**config.mk**
```make
export PLATFORM = sky130hd
export DESIGN_NAME = secondary_retry_arbiter_ctrl
export DESIGN_NICKNAME = d
export VERILOG_FILES = /design/src/core/retry_ctrl_pkg.sv /design/src/core/retry_counter.sv /design/src/core/secondary_retry_arbiter_ctrl.sv
export SDC_FILE = /design/constraint.sdc
export NUM_CORES = 1
export LEC_CHECK = 0
export ABC_AREA = 1
export BUFFER_PORTS_ARGS = -buffer_cell sky130_fd_sc_hd__buf_2
export CAP_MARGIN = 20
export CORE_MARGIN = 10
export CORE_UTILIZATION = 37
export DETAILED_ROUTE_END_ITERATION = 8
export PLACE_DENSITY = 0.58
export SYNTH_ARGS = -nofsm -noshare
export SYNTH_HDL_FRONTEND = slang
export SYNTH_SLANG_ARGS = --single-unit
```
**constraint.sdc**
```tcl
create_clock -name clock -period 4.9 [get_ports clock]
set_input_delay 0.49 -clock clock [delete_from_list [all_inputs] [get_ports clock]]
set_output_delay 0.49 -clock clock [all_outputs]
set_load 0.05 [all_outputs]
```
**src/core/retry_ctrl_pkg.sv**
```systemverilog
// Shared constants, types and decode helpers for the retry and arbiter control
package retry_ctrl_pkg;

	// ------------------------------------------------------------------
	// Bus widths
	// ------------------------------------------------------------------
	localparam int ADDR_W  = 12;               // Register byte address width
	localparam int DATA_W  = 32;               // Register data width
	localparam int CODE_W  = 4;                // Retry limit code width
	localparam int COUNT_W = 32;               // Retry counter width (2G fits)
	localparam int EVENT_W = 2;                // Interrupt event count

	// ------------------------------------------------------------------
	// Register offsets
	// ------------------------------------------------------------------
	localparam logic [ADDR_W-1:0] OFS_RETRY_LIMIT = 12'h040;
	localparam logic [ADDR_W-1:0] OFS_MISC_CTRL   = 12'h044;
	localparam logic [ADDR_W-1:0] OFS_IRQ_STATUS  = 12'h048;
	localparam logic [ADDR_W-1:0] OFS_IRQ_CLEAR   = 12'h04C;
	localparam logic [ADDR_W-1:0] OFS_IRQ_ENABLE  = 12'h050;

	// ------------------------------------------------------------------
	// Field positions and reset values
	// ------------------------------------------------------------------
	localparam int BIT_ARB_ENABLE  = 30;       // Internal arbitration enable
	localparam int BIT_PARITY_MODE = 24;       // Parity error behaviour
	localparam int EV_EXPIRED      = 0;        // Request expired event
	localparam int EV_PARITY       = 1;        // Write data parity event

	localparam logic [CODE_W-1:0]  RST_RETRY_CODE  = 4'h0;
	localparam logic               RST_ARB_ENABLE  = 1'b1;
	localparam logic               PARITY_MODE     = 1'b1; // Read-only value
	localparam logic [EVENT_W-1:0] RST_EVENTS      = 2'h0;
	localparam logic [DATA_W-1:0]  ZERO_WORD       = 32'h0000_0000;
	localparam logic [COUNT_W-1:0] ZERO_COUNT      = 32'h0000_0000;
	localparam logic [COUNT_W-1:0] ONE_COUNT       = 32'h0000_0001;

	// ------------------------------------------------------------------
	// One-hot retry limit codes and their retry counts
	// ------------------------------------------------------------------
	localparam logic [CODE_W-1:0]  CODE_256 = 4'h1;
	localparam logic [CODE_W-1:0]  CODE_64K = 4'h2;
	localparam logic [CODE_W-1:0]  CODE_16M = 4'h4;
	localparam logic [CODE_W-1:0]  CODE_2G  = 4'h8;
	localparam logic [COUNT_W-1:0] LIMIT_256 = 32'h0000_0100;
	localparam logic [COUNT_W-1:0] LIMIT_64K = 32'h0001_0000;
	localparam logic [COUNT_W-1:0] LIMIT_16M = 32'h0100_0000;
	localparam logic [COUNT_W-1:0] LIMIT_2G  = 32'h8000_0000;

	// ------------------------------------------------------------------
	// Types
	// ------------------------------------------------------------------
	typedef struct packed {
		logic [ADDR_W-1:0] addr;               // Byte address
		logic [DATA_W-1:0] wdata;              // Write data
		logic              wr;                 // Write strobe
		logic              rd;                 // Read strobe
	} reg_req_t;

	// Zero means no expiration; codes other than one-hot also never expire
	function automatic logic [COUNT_W-1:0] limit_of(
		input logic [CODE_W-1:0] code);
		logic [COUNT_W-1:0] lim;
		lim = ZERO_COUNT;
		case (code)
			CODE_256: lim = LIMIT_256;
			CODE_64K: lim = LIMIT_64K;
			CODE_16M: lim = LIMIT_16M;
			CODE_2G:  lim = LIMIT_2G;
			default:  lim = ZERO_COUNT;
		endcase
		return lim;
	endfunction

endpackage

```
**src/core/retry_counter.sv**
```systemverilog
// Per-request retry counter that expires at the selected limit
`timescale 1ns/1ns
module retry_counter
	import retry_ctrl_pkg::*;
(
	// Clock and reset
	input  wire logic               clock,
	input  wire logic               resetn,
	// Request tracking
	input  wire logic               req_start,
	input  wire logic               retry_seen,
	input  wire logic               req_done,
	input  wire logic [COUNT_W-1:0] limit,
	// State out
	output logic                    active,
	output logic [COUNT_W-1:0]      count,
	output logic                    expired
);

	// ------------------------------------------------------------------
	// Next-state decode
	// ------------------------------------------------------------------
	wire logic [COUNT_W-1:0] next_count  = count + ONE_COUNT;  // Count-up
	wire logic               limit_on    = (limit != ZERO_COUNT);
	wire logic               take_retry  = active && retry_seen;
	// Expire on the retry that makes the count reach the limit
	wire logic               next_expire = take_retry && limit_on &&
		(next_count == limit);

	// ------------------------------------------------------------------
	// Counter state
	// ------------------------------------------------------------------
	// A new request wins over anything else in the same cycle
	always_ff @(posedge clock or negedge resetn) begin
		if (!resetn) begin
			active  <= 1'b0;
			count   <= ZERO_COUNT;
			expired <= 1'b0;
		end else if (req_start) begin          // Fresh request, count from 0
			active  <= 1'b1;
			count   <= ZERO_COUNT;
			expired <= 1'b0;
		end else begin
			expired <= next_expire;
			if (next_expire || req_done)
				active <= 1'b0;
			if (take_retry)
				count <= next_count;
		end
	end

endmodule // retry_counter

```
**src/core/secondary_retry_arbiter_ctrl.sv**
```systemverilog
// Retry limiting, arbitration enable and parity behaviour register bank
//
// Behaviour
// - Count secondary retries, compare against 4-bit limit
// - At limit, abandon request and stop reissuing
// - Limit code zero never expires a request
// - One-hot codes select 256, 64K, 16M, 2G
`timescale 1ns/1ns
module secondary_retry_arbiter_ctrl
	import retry_ctrl_pkg::*;
(
	// Clock and reset
	input  wire logic              clock,
	input  wire logic              resetn,
	// Register port
	input  wire reg_req_t          reg_req,
	output logic [DATA_W-1:0]      reg_rdata,
	// Forwarded request tracking
	input  wire logic              req_start,
	input  wire logic              retry_seen,
	input  wire logic              req_done,
	output logic                   request_discard,
	output logic                   request_active,
	// Arbitration
	input  wire logic              internal_req,
	output logic                   arb_request,
	// Non-posted write parity handling
	input  wire logic              write_parity_err,
	output logic                   parity_error_pin_n,
	output logic                   data_pass,
	output logic                   data_discard,
	output logic                   origin_error,
	output logic                   status_set,
	// Interrupt
	output logic                   irq
);

	// ------------------------------------------------------------------
	// Software-visible state
	// ------------------------------------------------------------------
	logic [CODE_W-1:0]  retry_limit_code;      // Retry limit selector
	logic               arb_enable;            // Internal arbitration enable
	logic [EVENT_W-1:0] irq_status;            // Sticky event bits
	logic [EVENT_W-1:0] irq_enable;            // Event enables

	// ------------------------------------------------------------------
	// Address decode
	// ------------------------------------------------------------------
	wire logic hit_limit  = (reg_req.addr == OFS_RETRY_LIMIT);
	wire logic hit_misc   = (reg_req.addr == OFS_MISC_CTRL);
	wire logic hit_status = (reg_req.addr == OFS_IRQ_STATUS);
	wire logic hit_enable = (reg_req.addr == OFS_IRQ_ENABLE);
	wire logic hit_clear  = (reg_req.addr == OFS_IRQ_CLEAR);

	// Word images; reserved bits read as zero
	wire logic [DATA_W-1:0] limit_word = {{(DATA_W-CODE_W){1'b0}},
		retry_limit_code};
	wire logic [DATA_W-1:0] misc_word  = ZERO_WORD |
		(DATA_W'(arb_enable) << BIT_ARB_ENABLE) |
		(DATA_W'(PARITY_MODE) << BIT_PARITY_MODE);
	wire logic [DATA_W-1:0] status_word = {{(DATA_W-EVENT_W){1'b0}},
		irq_status};
	wire logic [DATA_W-1:0] enable_word = {{(DATA_W-EVENT_W){1'b0}},
		irq_enable};

	// Clear register is write-only and reads zero, like unmapped space
	wire logic [DATA_W-1:0] read_mux =
		hit_limit  ? limit_word  :
		hit_misc   ? misc_word   :
		hit_status ? status_word :
		hit_enable ? enable_word : ZERO_WORD;

	wire logic [EVENT_W-1:0] clear_bits = (reg_req.wr && hit_clear) ?
		reg_req.wdata[EVENT_W-1:0] : RST_EVENTS;

	// ------------------------------------------------------------------
	// Register writes and read data
	// ------------------------------------------------------------------
	// Read data stand only in the cycle after the read strobe
	always_ff @(posedge clock or negedge resetn) begin
		if (!resetn) begin
			reg_rdata <= ZERO_WORD;
		end else begin
			reg_rdata <= reg_req.rd ? read_mux : ZERO_WORD;
		end
	end

	// Control writes; the parity mode bit is read-only and ignores writes
	always_ff @(posedge clock or negedge resetn) begin
		if (!resetn) begin
			retry_limit_code <= RST_RETRY_CODE;
			arb_enable       <= RST_ARB_ENABLE;
			irq_enable       <= RST_EVENTS;
		end else if (reg_req.wr) begin
			if (hit_limit)
				retry_limit_code <= reg_req.wdata[CODE_W-1:0];
			if (hit_misc)
				arb_enable <= reg_req.wdata[BIT_ARB_ENABLE];
			if (hit_enable)
				irq_enable <= reg_req.wdata[EVENT_W-1:0];
		end
	end

	// ------------------------------------------------------------------
	// Retry counting
	// ------------------------------------------------------------------
	wire logic [COUNT_W-1:0] retry_limit = limit_of(retry_limit_code);
	logic [COUNT_W-1:0]      retry_count;  // Retries seen on this request

	retry_counter u_counter (
		.clock      (clock),
		.resetn     (resetn),
		.req_start  (req_start),
		.retry_seen (retry_seen),
		.req_done   (req_done),
		.limit      (retry_limit),
		.active     (request_active),
		.count      (retry_count),
		.expired    (request_discard)
	);

	// ------------------------------------------------------------------
	// Arbitration gate and parity handling
	// ------------------------------------------------------------------
	// Registered gate keeps the request output glitch free
	always_ff @(posedge clock or negedge resetn) begin
		if (!resetn) begin
			arb_request        <= 1'b0;
			parity_error_pin_n <= 1'b1;
			data_pass          <= 1'b0;
			data_discard       <= 1'b0;
			origin_error       <= 1'b0;
			status_set         <= 1'b0;
		end else begin
			arb_request        <= internal_req && arb_enable;
			parity_error_pin_n <= !write_parity_err;
			data_pass    <= write_parity_err && !PARITY_MODE;
			data_discard <= write_parity_err && PARITY_MODE;
			origin_error <= write_parity_err && PARITY_MODE;
			status_set   <= write_parity_err && PARITY_MODE;
		end
	end

	// ------------------------------------------------------------------
	// Interrupt status
	// ------------------------------------------------------------------
	wire logic [EVENT_W-1:0] events = {write_parity_err, request_discard};

	// A new event in the clearing cycle wins over the clear
	always_ff @(posedge clock or negedge resetn) begin
		if (!resetn) begin
			irq_status <= RST_EVENTS;
			irq        <= 1'b0;
		end else begin
			irq_status <= (irq_status & ~clear_bits) | events;
			irq        <= |(((irq_status & ~clear_bits) | events) &
				irq_enable);
		end
	end
endmodule // secondary_retry_arbiter_ctrl

```
# Word-level counts from Yosys, hierarchy flattened

Index checks and enable logic that the tools add are counted.
W data, S select, Z words.

Add/sub/neg operators: 1
Eq/ne operators: 10
Muxes and demuxes: 12
Bitwise gates (word level): 4
Reductions and logical operators: 14

Operators by type and width:

| kind                    | count |
|---|---|
| $pmux W32 S4            | 1 |
| $mux W31                | 3 |
| $mux W32                | 2 |
| $eq A12 B7 Y1 const B   | 5 |
| $add A32 B1 Y32 const B | 1 |
| $eq A32 B32 Y1          | 1 |
| $reduce_bool A32 Y1     | 1 |
| $mux W2                 | 3 |
| $reduce_and A2 Y1       | 3 |
| $logic_and A1 B1 Y1     | 5 |
| $and A2 B2 Y2           | 2 |
| $eq A4 B1 Y1 const B    | 1 |
| $eq A4 B2 Y1 const B    | 1 |
| $eq A4 B3 Y1 const B    | 1 |
| $eq A4 B4 Y1 const B    | 1 |
| $reduce_bool A2 Y1      | 2 |
| $mux W1                 | 3 |
| $not A2 Y2              | 1 |
| $or A2 B2 Y2            | 1 |
| $reduce_or A2 Y1        | 1 |
| $logic_not A1 Y1        | 1 |
| $logic_or A1 B1 Y1      | 1 |

Register bits: 78
Bits of input ports: 53
Output and inout bits: 41
Logic and storage cells: 53

# Longest topological paths before layout

Gate-level depths: netlist of run 1.

Word-level depth: 8
Mapped depth: 14
Gate-level depth less buffers: 14

# Hierarchy

Synthesis of run 1 repeated with hierarchy kept, for this count alone.

Cells, all modules: 669
Area total of the unflattened synthesis: 4286.6 um2

By module, submodules not included:

| module                       | times used | cells each | area an instance (um2) | sequential area each (um2) |
|---|---|---|---|---|
| retry_counter                | 1          | 529        | 3119.2                 | 850.8 |
| secondary_retry_arbiter_ctrl | 1          | 140        | 1167.4                 | 478.0 |

# Worst setup path after synthesis of run 1

Ideal clock, no wire load.

Path type: register to register
Start point: register u_counter.count[1]
End point: register u_counter.expired
Setup time: 119 ps
Arrival time: 1647 ps
Required time: 4781 ps
Path slack: 3134 ps
Cell stages (with the launch flop): 14
Buffers on the path: 0
Clock period less this slack: 1766 ps
Cell sequence: dfrtp_1 > ha_1 > nand3_1 > nor2_2 > nand3_1 > nor2_2 > inv_2 > nor2_1 > nand2_1 > nand2_1 > clkinv_1 > nand2_1 > nor2_1 > and2_1

Longest elaborated chain between the ends: 4

RTL lines:

| what                   | line                | RTL |
|---|---|---|
| start, declared        | retry_counter.sv:16 | `output logic [COUNT_W-1:0] count,` |
| start signal, assigned | retry_counter.sv:48 | `count <= next_count;` |
| $add A32 B1 Y32        | retry_counter.sv:23 | `wire logic [COUNT_W-1:0] next_count = count + ONE_COUNT;` |
| $eq A32 B32 Y1         | retry_counter.sv:28 | `(next_count == limit);` |
| $logic_and A1 B1 Y1    | retry_counter.sv:27 | `wire logic next_expire = take_retry && limit_on &&` |
| $mux W1                | retry_counter.sv:39 | `end else if (req_start) begin` |
| end signal, assigned   | retry_counter.sv:44 | `expired <= next_expire;` |
| end, declared          | retry_counter.sv:17 | `output logic expired` |

Every way passes these cells.
A chain may end at the register's enable or synchronous reset.

# Worst setup path after layout of run 1

Start point: register u_counter.active
End point: register u_counter.count[12]

Longest elaborated chain between the ends: 2

RTL lines:

| what                         | line                | RTL |
|---|---|---|
| start, declared              | retry_counter.sv:15 | `output logic active,` |
| start signal, assigned       | retry_counter.sv:36 | `active <= 1'b0;` |
| start signal, assigned       | retry_counter.sv:40 | `active <= 1'b1;` |
| start signal, assigned       | retry_counter.sv:46 | `active <= 1'b0;` |
| $logic_and A1 B1 Y1          | retry_counter.sv:25 | `wire logic take_retry = active && retry_seen;` |
| $reduce_bool A2 Y1 (no line) | --                  |  |

Every way passes these cells.

==> results of run 1 <==
[worst max-delay path: stages (launching register included)]
cell and delay (ns):
dfrtp_1 0.40, nand2_1 0.24, nor2_1 0.72, inv_1 0.60
o21ai_0 0.29
[logic make-up (layout without fill, tap and decap cells)]
family                     count (synthesis)  after routing  synth area share [%]
DFF                                       53             53                  39.5
muxes                                      2              2                 0.670
other                                      1             27                 0.112
buffers and inverters                     98            112                  14.2
AOI/OAI and AO/OA                         48             48                  8.22
xor gates and xnor gates                  11             11                  2.87
and+or+nand+nor                          264            264                  34.1
adders and majority gates                  1              1                 0.372
[flip-flops by register name, summed over array words and instances, names as in the netlist]
signal / count
retry_limit_code: 4
u_counter.count: 32
status_set: 1
irq_enable: 2
reg_rdata: 6
arb_enable: 1
parity_error_pin_n: 1
irq_status: 2
u_counter.expired: 1
arb_request: 1
u_counter.active: 1
irq: 1
[path summary, 6_finish.rpt]
check	startpoint	slack (ns)	endpoint	cells past startpoint
worst min register to register	arb_enable	0.49	arb_request	2
worst max register to register	u_counter.active	2.56	u_counter.count[12]	4
worst min-delay path	resetn	0.29	u_counter.count[21]	2
worst max-delay path	u_counter.active	2.56	u_counter.count[12]	4
max in group asynchronous	resetn	4.17	u_counter.count[4]	2
min in group clock	write_parity_err	0.29	status_set	1
[power by group through the flow]
| stage | Sequential [mW] | Clock [mW] | Combinational, mW |
|---|---|---|---|
| 2_1_floorplan | 0.459 | 0 | 0.0842 |
| 3_3_place_gp | 0.452 | 0 | 0.103 |
| 3_5_place_dp | 0.452 | 0 | 0.104 |
| 4_1_cts | 0.444 | 0.280 | 0.104 |
| 5_1_grt | 0.444 | 0.301 | 0.112 |
| 6_report | 0.444 | 0.272 | 0.103 |
[cells in the final DEF, fill, tap and decap left out, types with 2 or more instances in the layout]
cell type    n
clkinv_1     5
inv_2        4
o21ai_0     20
clkbuf_8     5
inv_1       55
xor2_1      10
nor2_1      55
o21ai_1      4
a21oi_1      3
nand3_1     34
nand2_1    139
dfrtp_1     51
mux2_2       2
nor2_2       3
o2111ai_1    2
inv_6        3
o22ai_1     17
nand3b_1     2
nand2_2      5
nor2_4       6
dfstp_2      2
conb_1      27
nand4_1      7
buf_2       39
nor3_1       9
[layout make-up]
class	count	area, sq um	share of cell area [%]
Clock buffer	5	68.8	1.88
Tap cell	108	135	3.70
Multi-Input combinational cell	353	1650	45.2
Sequential cell	53	1330	36.3
Clock inverter	3	26.3	0.719
Timing Repair Buffer	40	203	5.54
Inverter	64	240	6.57
[metrics by stage]
step | area [sq um] | setup WS (ns) | hold WS (ns) | power, mW | util [%]
detailed placement | 3560 | 2.33 | 0.471 | 0.556 | 40.6
global route | 3660 | 2.31 | 0.271 | 0.858 | 41.7
finish | 3660 | 2.56 | 0.291 | 0.819 | 41.7
floorplan | 3460 | 3.13 | 0.194 | 0.543 | -
CTS | 3660 | 2.50 | 0.282 | 0.827 | 41.7
global placement | 3560 | 2.41 | 0.466 | 0.555 | 40.6
[per-layer routing]
layer	up-vias	GRT usage, %
met5	-	0
met3	8	2.19
li1	1542	-
met1	1403	16.9
met2	71	22.1
met4	0	3.63
==> results.md, run 1 <==
- VDD IR max: between 100 and 150 uV
- Inserted Clock Buffers: 5
- Static leakage: 1.77 nW
- ANT nets after route: 0
- Final period util: 47.8%
- TNS Setup: 0 ns
- Critical Path RT: slightly above 5 ns
- Cell variety after synth: 32
- Wire per inst: 13.5 um
- Synth area leaders: dfrtp_1 38%, nand2_1 16%, buf_4 6.5%, inv_1 6.1%, nor2_1 6.1%
- Switching power: about 0.26 mW
- CP arrival: approximately 2.6 ns
- Latest clock arrival within the worst-skew pair: 0.32 ns
- Ys async rst share: between 90% and 100%
- Clock share of power: 33.3%
- Pwr dens: approximately 220 nW/um^2
- Final WL: 8460 um
- IO Pins: 94
- RSZ-0062 raised after global routing: false
- Final setup vio count: 0
- Largest net degree at the start of global routing: 54
- Worst Setup End Kind: flop
- Tightest Pin Transition: between 0.9 and 1 ns
- Aggregate global routing overflow: 0
- ANT cells: 0
- Initial antenna violation count: 0
- Seq/Total Area, Yosys: between 30% and 40%
- Post-CTS Resized: 0
- # fillers: around 950
- Die W: 115 um
- CTS Root Cell: clkbuf_8
- Starting Density: around two fifths
- WS Path Type: reg -> reg
- DRC: 0
- Hold Path Class: in -> async
- CTS tree: yes
- Tmin final: 2.34 ns
- First-pass GRT wire length: about 14000 um
- Number of port buffers: 39
- Mapped Cells: around 480
- Standard-cell rows: 34
- Height of the die: ~120 um
- Switch share: about a third
- Cells after DPL: between 600 and 700
- Crit path launch type: flop
- Wl on met1: between 3000 and 4000 um
- Syn. warnings: 0
- Yosys reg bits: 53
- GPL Wtd Cong: approximately 0.85
- Final #Nets: 571
- Via count: 3024
- Max_cap viols: 0
- Clock sinks: 53
- Met2 Routed Length: between 4000 and 5000 um
- Full die area: 13300 sq um
- Max-slew violation count: 0
- Internal: around 0.56 mW
- Fmax: 427 MHz
- Mapped cell area: around 3400 sq um
- Synth Flop Type: dfrtp_1
- Clock Pin Slew Worst Setup and Hold Paths: 0.11 ns
- Met3 routed WL: around 410 um
- Rel. slew slack: 35.9%
- Vias in the first global route: between 3000 and 4000
- Register share of total power: ~54%
- Critical Path Fanout Max: 21
- Post-synth top cells: 139 x nand2_1, 55 x inv_1, 55 x nor2_1
- Avg Cell Area, Syn: about 7 sq um
- First-pass DRT Iterations: 5
- Share of layout cells above drive strength 1: 13.5%
- Fin. Hold Viols: 0
- Vias per cell: around 4.8
- Top-count cell post-synth: nand2_1
- Top cell type's share of synthesized area: between 30% and 40%
- Logic pwr share: approximately 13%
- Status: finished, final reports clean
- Post-CTS Setup Inserts: 0
- Area leader, netlist: dfrtp_1
- Max layer used: met4
- H-tree levels: 2
- # hold bufs at CTS: 0
- P&R area growth vs syn: 8.75%
- Max Buffers Root-to-Sink: 2
- Detailed Place HPWL: 6650 um
- Layout Cells excl Fill: between 600 and 700
- Post-synth EDFFs: 0
- All-layer global routing usage: a little over an eighth
- Drt first-iter violations: between 150 and 200
- Skew final: approximately 0.011 ns
- Area of the core: 8760 sq um
Power figures use the tool's default switching activity.
==> inputs of run 2 (changes only) <==
ABC_AREA = 0   (was 1)
PLACE_DENSITY = 0.6   (was 0.58)
clock period = 1.9 ns   (was 4.9 ns; I/O delays follow)
==> run 2 against run 1 <==
Effect of this change:
- largest cell class unchanged
- non-clock buffer count rose by 93
- final cell count down 2.7%
- design area rose by 26%
- sequential power increased to 2.6 times the previous value
- critical path depth up 4
- sequential share of layout area shrank 7.4 points
- wire length is 13% higher
- critical endpoint is now u_counter.active
- the flow now finishes with violations (setup timing)
- fmax is 6.4% higher
- via count increased by 2.7%
- largest power group unchanged
- highest routed layer unchanged
==> results.md, run 2 <==
- Post-synth EDFFs: 0
- Clock sinks: between 50 and 60
- Violated checks: setup timing
- WHS: 0.0776 ns
- Tmin final: 2.20 ns
- Reg2Reg Setup Slack: -0.30 ns
- Largest registers: u_counter.count x32, reg_rdata x6, retry_limit_code x4
- Die W: 116 um
- Final #Nets: roughly 550
- Synth area leaders: dfrtp_1 37%, buf_4 6.8%, nor2_1 6.1%, xnor2_1 6.1%, xor2_1 4.3%
- Layout Cells excl Fill: approximately 600
- Register share of total power: between 50 and 60%
- Hold Path Depth: 2
- ANT cells: 0
- WS Path Type: reg -> reg
- CTS Root Cell: clkbuf_8
- GPL Wtd Cong: slightly above 0.9
- Avg Cell Area, Syn: 9.05 sq um
- Rel. slew slack: a little over 60%
- Latest clock arrival within the worst-skew pair: ~0.32 ns
- Post-synth top cells: 56 x nor2_1, 51 x dfrtp_1, 31 x buf_4, 31 x nand2_1, 24 x xnor2_1
- Vias per cell: about 5.1
- Fin. Hold Viols: 0
- Seq/Total Area, Yosys: 38.7%
- H-tree levels: 2
- Vias in the first global route: 3217
- Pwr dens: ~480 nW/um^2
- Skew final: 0.00968 ns
- Synth Flop Type: dfrtp_1
- Reg-to-Reg Start: retry_limit_code[0]
- Crit path launch type: flop
- TNS Setup: -0.579 ns
- Largest net degree at the start of global routing: 34
- Aggregate global routing overflow: 0
- Yosys reg bits: between 50 and 60
- Area of the core: 9150 sq um
- Post-Layout Inst Area: 4620 sq um
- Critical Path RT: 2.11 ns
- Final worst setup slack: -0.301 ns
- Worst Setup End Kind: flop
- Wire per inst: about 16 um
- Full die area: 13500 sq um
- Via count: around 3100
- Ys async rst share: 100%
- Final period util: 116%
- First-pass DRT Iterations: 4
- Starting Density: between 30% and 40%
- Critical Path Fanout Max: 2
- Mapped Cells: around 380
- Top-count cell post-synth: nor2_1
- Initial antenna violation count: 0
- Fmax: between 400 and 500 MHz
- Logic pwr share: between 10% and 20%
- Most frequent cells in the layout: 81 x buf_4, 54 x nor2_1, 44 x dfrtp_1, 39 x buf_2, 27 x conb_1
- Largest register FFs: 32
- Worst hold endpoint: arb_request
- Area leader, netlist: dfrtp_1
- Clock Pin Slew Worst Setup and Hold Paths: about 0.1 ns
- P&R area growth vs syn: 34.8%
- All-layer global routing usage: about 14%
- ANT nets after route: 0
- Clock share of power: 35.9%
- Internal: between 1.5 and 2 mW
- Switching power: between 0.6 and 0.7 mW
- Share of layout cells above drive strength 1: roughly two fifths
- CTS tree: yes
- Final Util: approximately half
- Max Buffers Root-to-Sink: 2
- Syn. warnings: 0
- Switch share: between 20 and 30%
- Max-slew violation count: 0
- Number of port buffers: 39
- Most common cell after layout, fill and taps aside: buf_4
- IO Pins: 94
- Standard-cell rows: 35
- Tightest Pin Transition: about 0.6 ns
- Top cell type's share of synthesized area: a little under two fifths
- Max_cap viols: 0
- # fillers: around 830
- Drt first-iter violations: approximately 190
- Inserted Clock Buffers: 5
- Biggest register: u_counter.count
- Static leakage: around 2.2 nW
- Capturing point of the worst reg2reg path: u_counter.active
- Worst R2R Path Depth: 8
- Final setup vio count: 6
- VDD IR max: between 200 and 250 uV
- Placed Area: approximately 4200 sq um
- Hold path startpoint: internal_req
- DRC: 0
- CP arrival: 2.41 ns
- Hold Path Class: in -> reg
- Final WL: between 9000 and 10000 um
- Height of the die: about 120 um
- Mapped cell area: 3430 sq um
- Cell variety after synth: 60
- Detailed Place HPWL: slightly above 7000 um
- Status: complete, but fails checks
- RSZ-0062 raised after global routing: true
- First-pass GRT wire length: 15300 um
- Cells after DPL: around 590
[run 2: changes by cell type after synthesis, moves of 6 or more]
cell     previous run  this run
nand2_1           139        31
inv_1              55         5
xnor2_1             1        24
nand3_1            34        13
o22ai_1            17         1
o21ai_0            20        11
a21oi_1             3        10
xor2_1             10        17
and4_1              0         6
mux2_2              2         8
nand4_1             7        13
nor2_4              6         0
[run 2: metrics by stage]
stage               power (mW)  worst slack (ns)
floorplan                 1.39            -0.247
global placement          1.43            -0.271
detailed placement        1.44            -0.338
CTS                       2.24            -0.279
global route              2.31            -0.435
finish                    2.22            -0.301
[run 2: worst max-delay path by stage]
| stage | startpoint | end | cells past startpoint |
|---|---|---|---|
| after global placement | retry_limit_code[3] | u_counter.active | 9 |
| final | retry_limit_code[0] | u_counter.active | 8 |
| after global routing | retry_limit_code[0] | u_counter.active | 8 |
| after CTS | retry_limit_code[0] | u_counter.active | 7 |
| after floorplan | u_counter.count[1] | u_counter.active | 8 |
| after detailed placement | retry_limit_code[3] | u_counter.active | 7 |
[run 2: repair_timing]
item | CTS | global route
setup endpoints to repair | 8 | 20
resized for setup | 18 | 28
pin swaps | 14 | 20
hold buffers | 1 | 1
setup buffers | 3 | 3
endpoints found under the hold margin | 21 | 1
[run 2: cells by family (layout without fill, tap and decap cells)]
family,after synthesis,in the layout,share of synthesized area [%]
adders and majority gates,1,1,0.365
xor gates and xnor gates,41,41,10.5
buffers and inverters,53,146,9.81
DFF,53,53,38.7
AOI/OAI and AO/OA,40,40,8.21
other,1,27,0.109
muxes,9,9,2.92
and+or+nand+nor,181,181,29.4
[run 2: area by class of cell]
cell class                 instances  area [sq um]  area share (%)
sequential                        53          1340            28.9
inverter                           5          18.8           0.406
multi-input combinational        299          2060            44.6
clock buffer                       6          72.6            1.57
timing repair buffer             133           956            20.7
tap                              111           139            3.00
clock inverter                     2          38.8           0.839
[run 2: per-layer routing]
layer	up-vias	share of wire [%]	GRT usage, %	wire length, um
li1	1496	-	-	-
met1	1505	42	16.8	4000
met2	79	52	24.2	4950
met3	26	3.4	2.52	323
met4	0	3.1	6.09	300
met5	-	0	0	0
[run 2: power groups by stage]
stage               clock (mW)  sequential, mW  combinational [mW]
floorplan                    0            1.18               0.208
global placement             0            1.17               0.263
detailed placement           0            1.17               0.267
CTS                      0.821            1.15               0.270
global route             0.865            1.15               0.296
finish                   0.794            1.15               0.274
[run 2: critical path, cell delays in order, from the launching register on]
cell and delay (ns):
dfrtp_1 0.42, nor4b_4 0.35, xnor2_2 0.12, buf_4 0.15
a211oi_2 0.21, a21oi_2 0.10, o32ai_4 0.22, nand4_1 0.19
o31a_1 0.32
==> inputs of run 3 (changes only) <==
CORE_UTILIZATION = 35   (was 37)
CTS_CLUSTER_DIAMETER = 40   (was default)
PLACE_DENSITY = 0.57   (was 0.6)
==> run 3 against run 2 <==
Effect of this change:
- the flow still finishes with violations (setup timing)
- clock skew hardly changed
- worst setup slack worse by 0.017 ns
- design area is 2.8% lower
- count of clock-buffer cells in the layout is 1 lower
- die area is 4.7% higher
- via count is 2.8% lower
- combinational power is 2% lower
- global-route usage is 1.5 points lower
- first-iteration DRC count is 28% lower
- worst hold slack worse by 0.072 ns
- fmax is 0.78% lower
- critical path type unchanged
- critical endpoint unchanged
- highest routed layer unchanged
==> results.md, run 3 (same netlist as run 2, synthesis figures left out) <==
- Wire per inst: roughly 15 um
- Pwr dens: about 470 nW/um^2
- Die W: around 120 um
- Latest clock arrival within the worst-skew pair: between 0.3 and 0.4 ns
- ANT nets after route: 0
- Initial antenna violation count: 0
- Detailed Place HPWL: a little over 7000 um
- ANT cells: 0
- CTS Root Cell: clkbuf_8
- First-pass GRT wire length: about 15000 um
- Height of the die: around 120 um
- Crit path launch type: flop
- Critical Path RT: roughly 2.1 ns
- Max_cap viols: 0
- Largest net degree at the start of global routing: 34
- Critical Path Fanout Max: 3
- Capturing point of the worst reg2reg path: u_counter.active
- Via count: roughly 3000
- Starting Density: 35.6%
- All-layer global routing usage: around 13%
- Hold path startpoint: write_parity_err
- Final setup vio count: 9
- GPL Wtd Cong: 0.915
- Full die area: between 10000 and 15000 sq um
- Final worst setup slack: -0.319 ns
- IO Pins: 94
- WS Path Type: reg -> reg
- VDD IR max: roughly 240 uV
- Hold Path Depth: 2
- Tightest Pin Transition: between 0.5 and 0.6 ns
- Aggregate global routing overflow: 0
- CTS tree: yes
- Switch share: between 30% and 40%
- Clock Pin Slew Worst Setup and Hold Paths: roughly 0.11 ns
- Logic pwr share: 12.8%
- Share of layout cells above drive strength 1: 36.6%
- Area of the core: approximately 9600 sq um
- Status: complete, but fails checks
- P&R area growth vs syn: 31.1%
- Reg-to-Reg Start: retry_limit_code[1]
- Worst R2R Path Depth: 7
- Reg2Reg Setup Slack: -0.32 ns
- Tmin final: 2.22 ns
- First-pass DRT Iterations: 4
- Final WL: 9150 um
- Violated checks: setup timing
- CP arrival: between 2 and 2.5 ns
- Max Buffers Root-to-Sink: 2
- Most common cell after layout, fill and taps aside: buf_4
- Max-slew violation count: 0
- Hold Path Class: in -> reg
- Overall Power: approximately 2.1 mW
- DRC: 0
- Biggest register: u_counter.count
- Standard-cell rows: 36
- Switching power: between 0.6 and 0.7 mW
- Fin. Hold Viols: 0
- Final #Nets: between 500 and 600
- H-tree levels: 2
- Rel. slew slack: between 60% and 70%
- Inserted Clock Buffers: 5
- Clock share of power: 32.5%
- TNS Setup: -1.34 ns
- Drt first-iter violations: 136
- Register share of total power: approximately 55%
- Skew final: a little over 0.009 ns
- Vias per cell: 4.87
- Placement Setup Slack: -0.360 ns
- Largest register FFs: 32
- Largest registers: u_counter.count x32, reg_rdata x6, retry_limit_code x4
- Worst hold endpoint: parity_error_pin_n
- Vias in the first global route: 3038
- Final period util: 117%
- Worst Setup End Kind: flop
- Static leakage: a little over 2 nW
- Number of port buffers: 39
- Most frequent cells in the layout: 76 x buf_4, 54 x nor2_1, 45 x dfrtp_1, 39 x buf_2, 29 x nand2_1
- RSZ-0062 raised after global routing: true
- Internal: between 1 and 1.5 mW
- Fmax: around 450 MHz
- Clock sinks: 53
-- run 3: cell types whose count changed in the layout (fill, tap and decap cells not counted), sizes merged --
| cell | delta |
|---|---|
| buf | -10 |
| clkinvlp | +1 |
| clkbuf | -1 |
| inv | +1 |
| bufinv | -1 |
| dlygate4sd3 | -1 |
-- run 3: critical path, stage by stage, from the launching register on --
cell and delay [ns]:
dfrtp_1 0.43, nor4b_4 0.36, xnor2_2 0.18, nor2_1 0.10
or4_1 0.49, nor3_2 0.11, nand4b_1 0.14, o31a_1 0.30
-- run 3: how the worst max path moves through the flow --
stage / start / to / slack [ns] / cells past startpoint
5_1_grt: retry_limit_code[1] / u_counter.active / -0.41 / 7
4_1_cts: retry_limit_code[3] / u_counter.active / -0.32 / 7
3_3_place_gp: u_counter.count[1] / u_counter.active / -0.31 / 8
3_5_place_dp: u_counter.count[1] / u_counter.active / -0.36 / 8
6_report: retry_limit_code[1] / u_counter.active / -0.32 / 7
2_1_floorplan: u_counter.count[1] / u_counter.active / -0.25 / 8
-- run 3: metrics by stage --
| step | instance area, sq um | hold WS (ns) | utilization (%) | instances |
|---|---|---|---|---|
| 2_1_floorplan | 3570 | -0.106 | - | 405 |
| 3_3_place_gp | 4190 | 0.205 | 43.4 | 604 |
| 3_5_place_dp | 4190 | 0.210 | 43.4 | 604 |
| 4_1_cts | 4430 | 0.00160 | 46.0 | 619 |
| 5_1_grt | 4500 | 0.0000525 | 46.7 | 620 |
| 6_report | 4500 | 0.00570 | 46.7 | 620 |
-- run 3: area by class of cell --
type,instances,area (sq um)
fillers,980,5140
multi-input cells,299,2030
flip-flops and latches,53,1340
repair buffers,122,852
well taps,133,166
clock buffers,5,68.8
clock inverters,3,25.0
inverters,5,18.8
-- run 3: power by group through the flow --
stage	Sequential (mW)	Clock (mW)	Combinational, mW
6_report	1.15	0.682	0.269
5_1_grt	1.15	0.736	0.289
4_1_cts	1.15	0.712	0.269
3_5_place_dp	1.17	0	0.266
3_3_place_gp	1.17	0	0.263
2_1_floorplan	1.18	0	0.208
-- run 3: metal layers --
layer  part of all wire, %  vias up  global-route usage [%]
li1                      -     1479                       -
met1                    42     1470                    14.8
met2                    53       56                    22.8
met3                   3.7       13                    2.13
met4                   1.3        0                    3.59
met5                     0        -                       0
-- run 3: what timing repair did --
action,in CTS,in global routing
hold buffers,1,0
buffers inserted,6,1
setup endpoints to repair,14,17
endpoints found under the hold margin,21,0
resized for setup,19,12
cloned,0,0
pin swaps,14,11
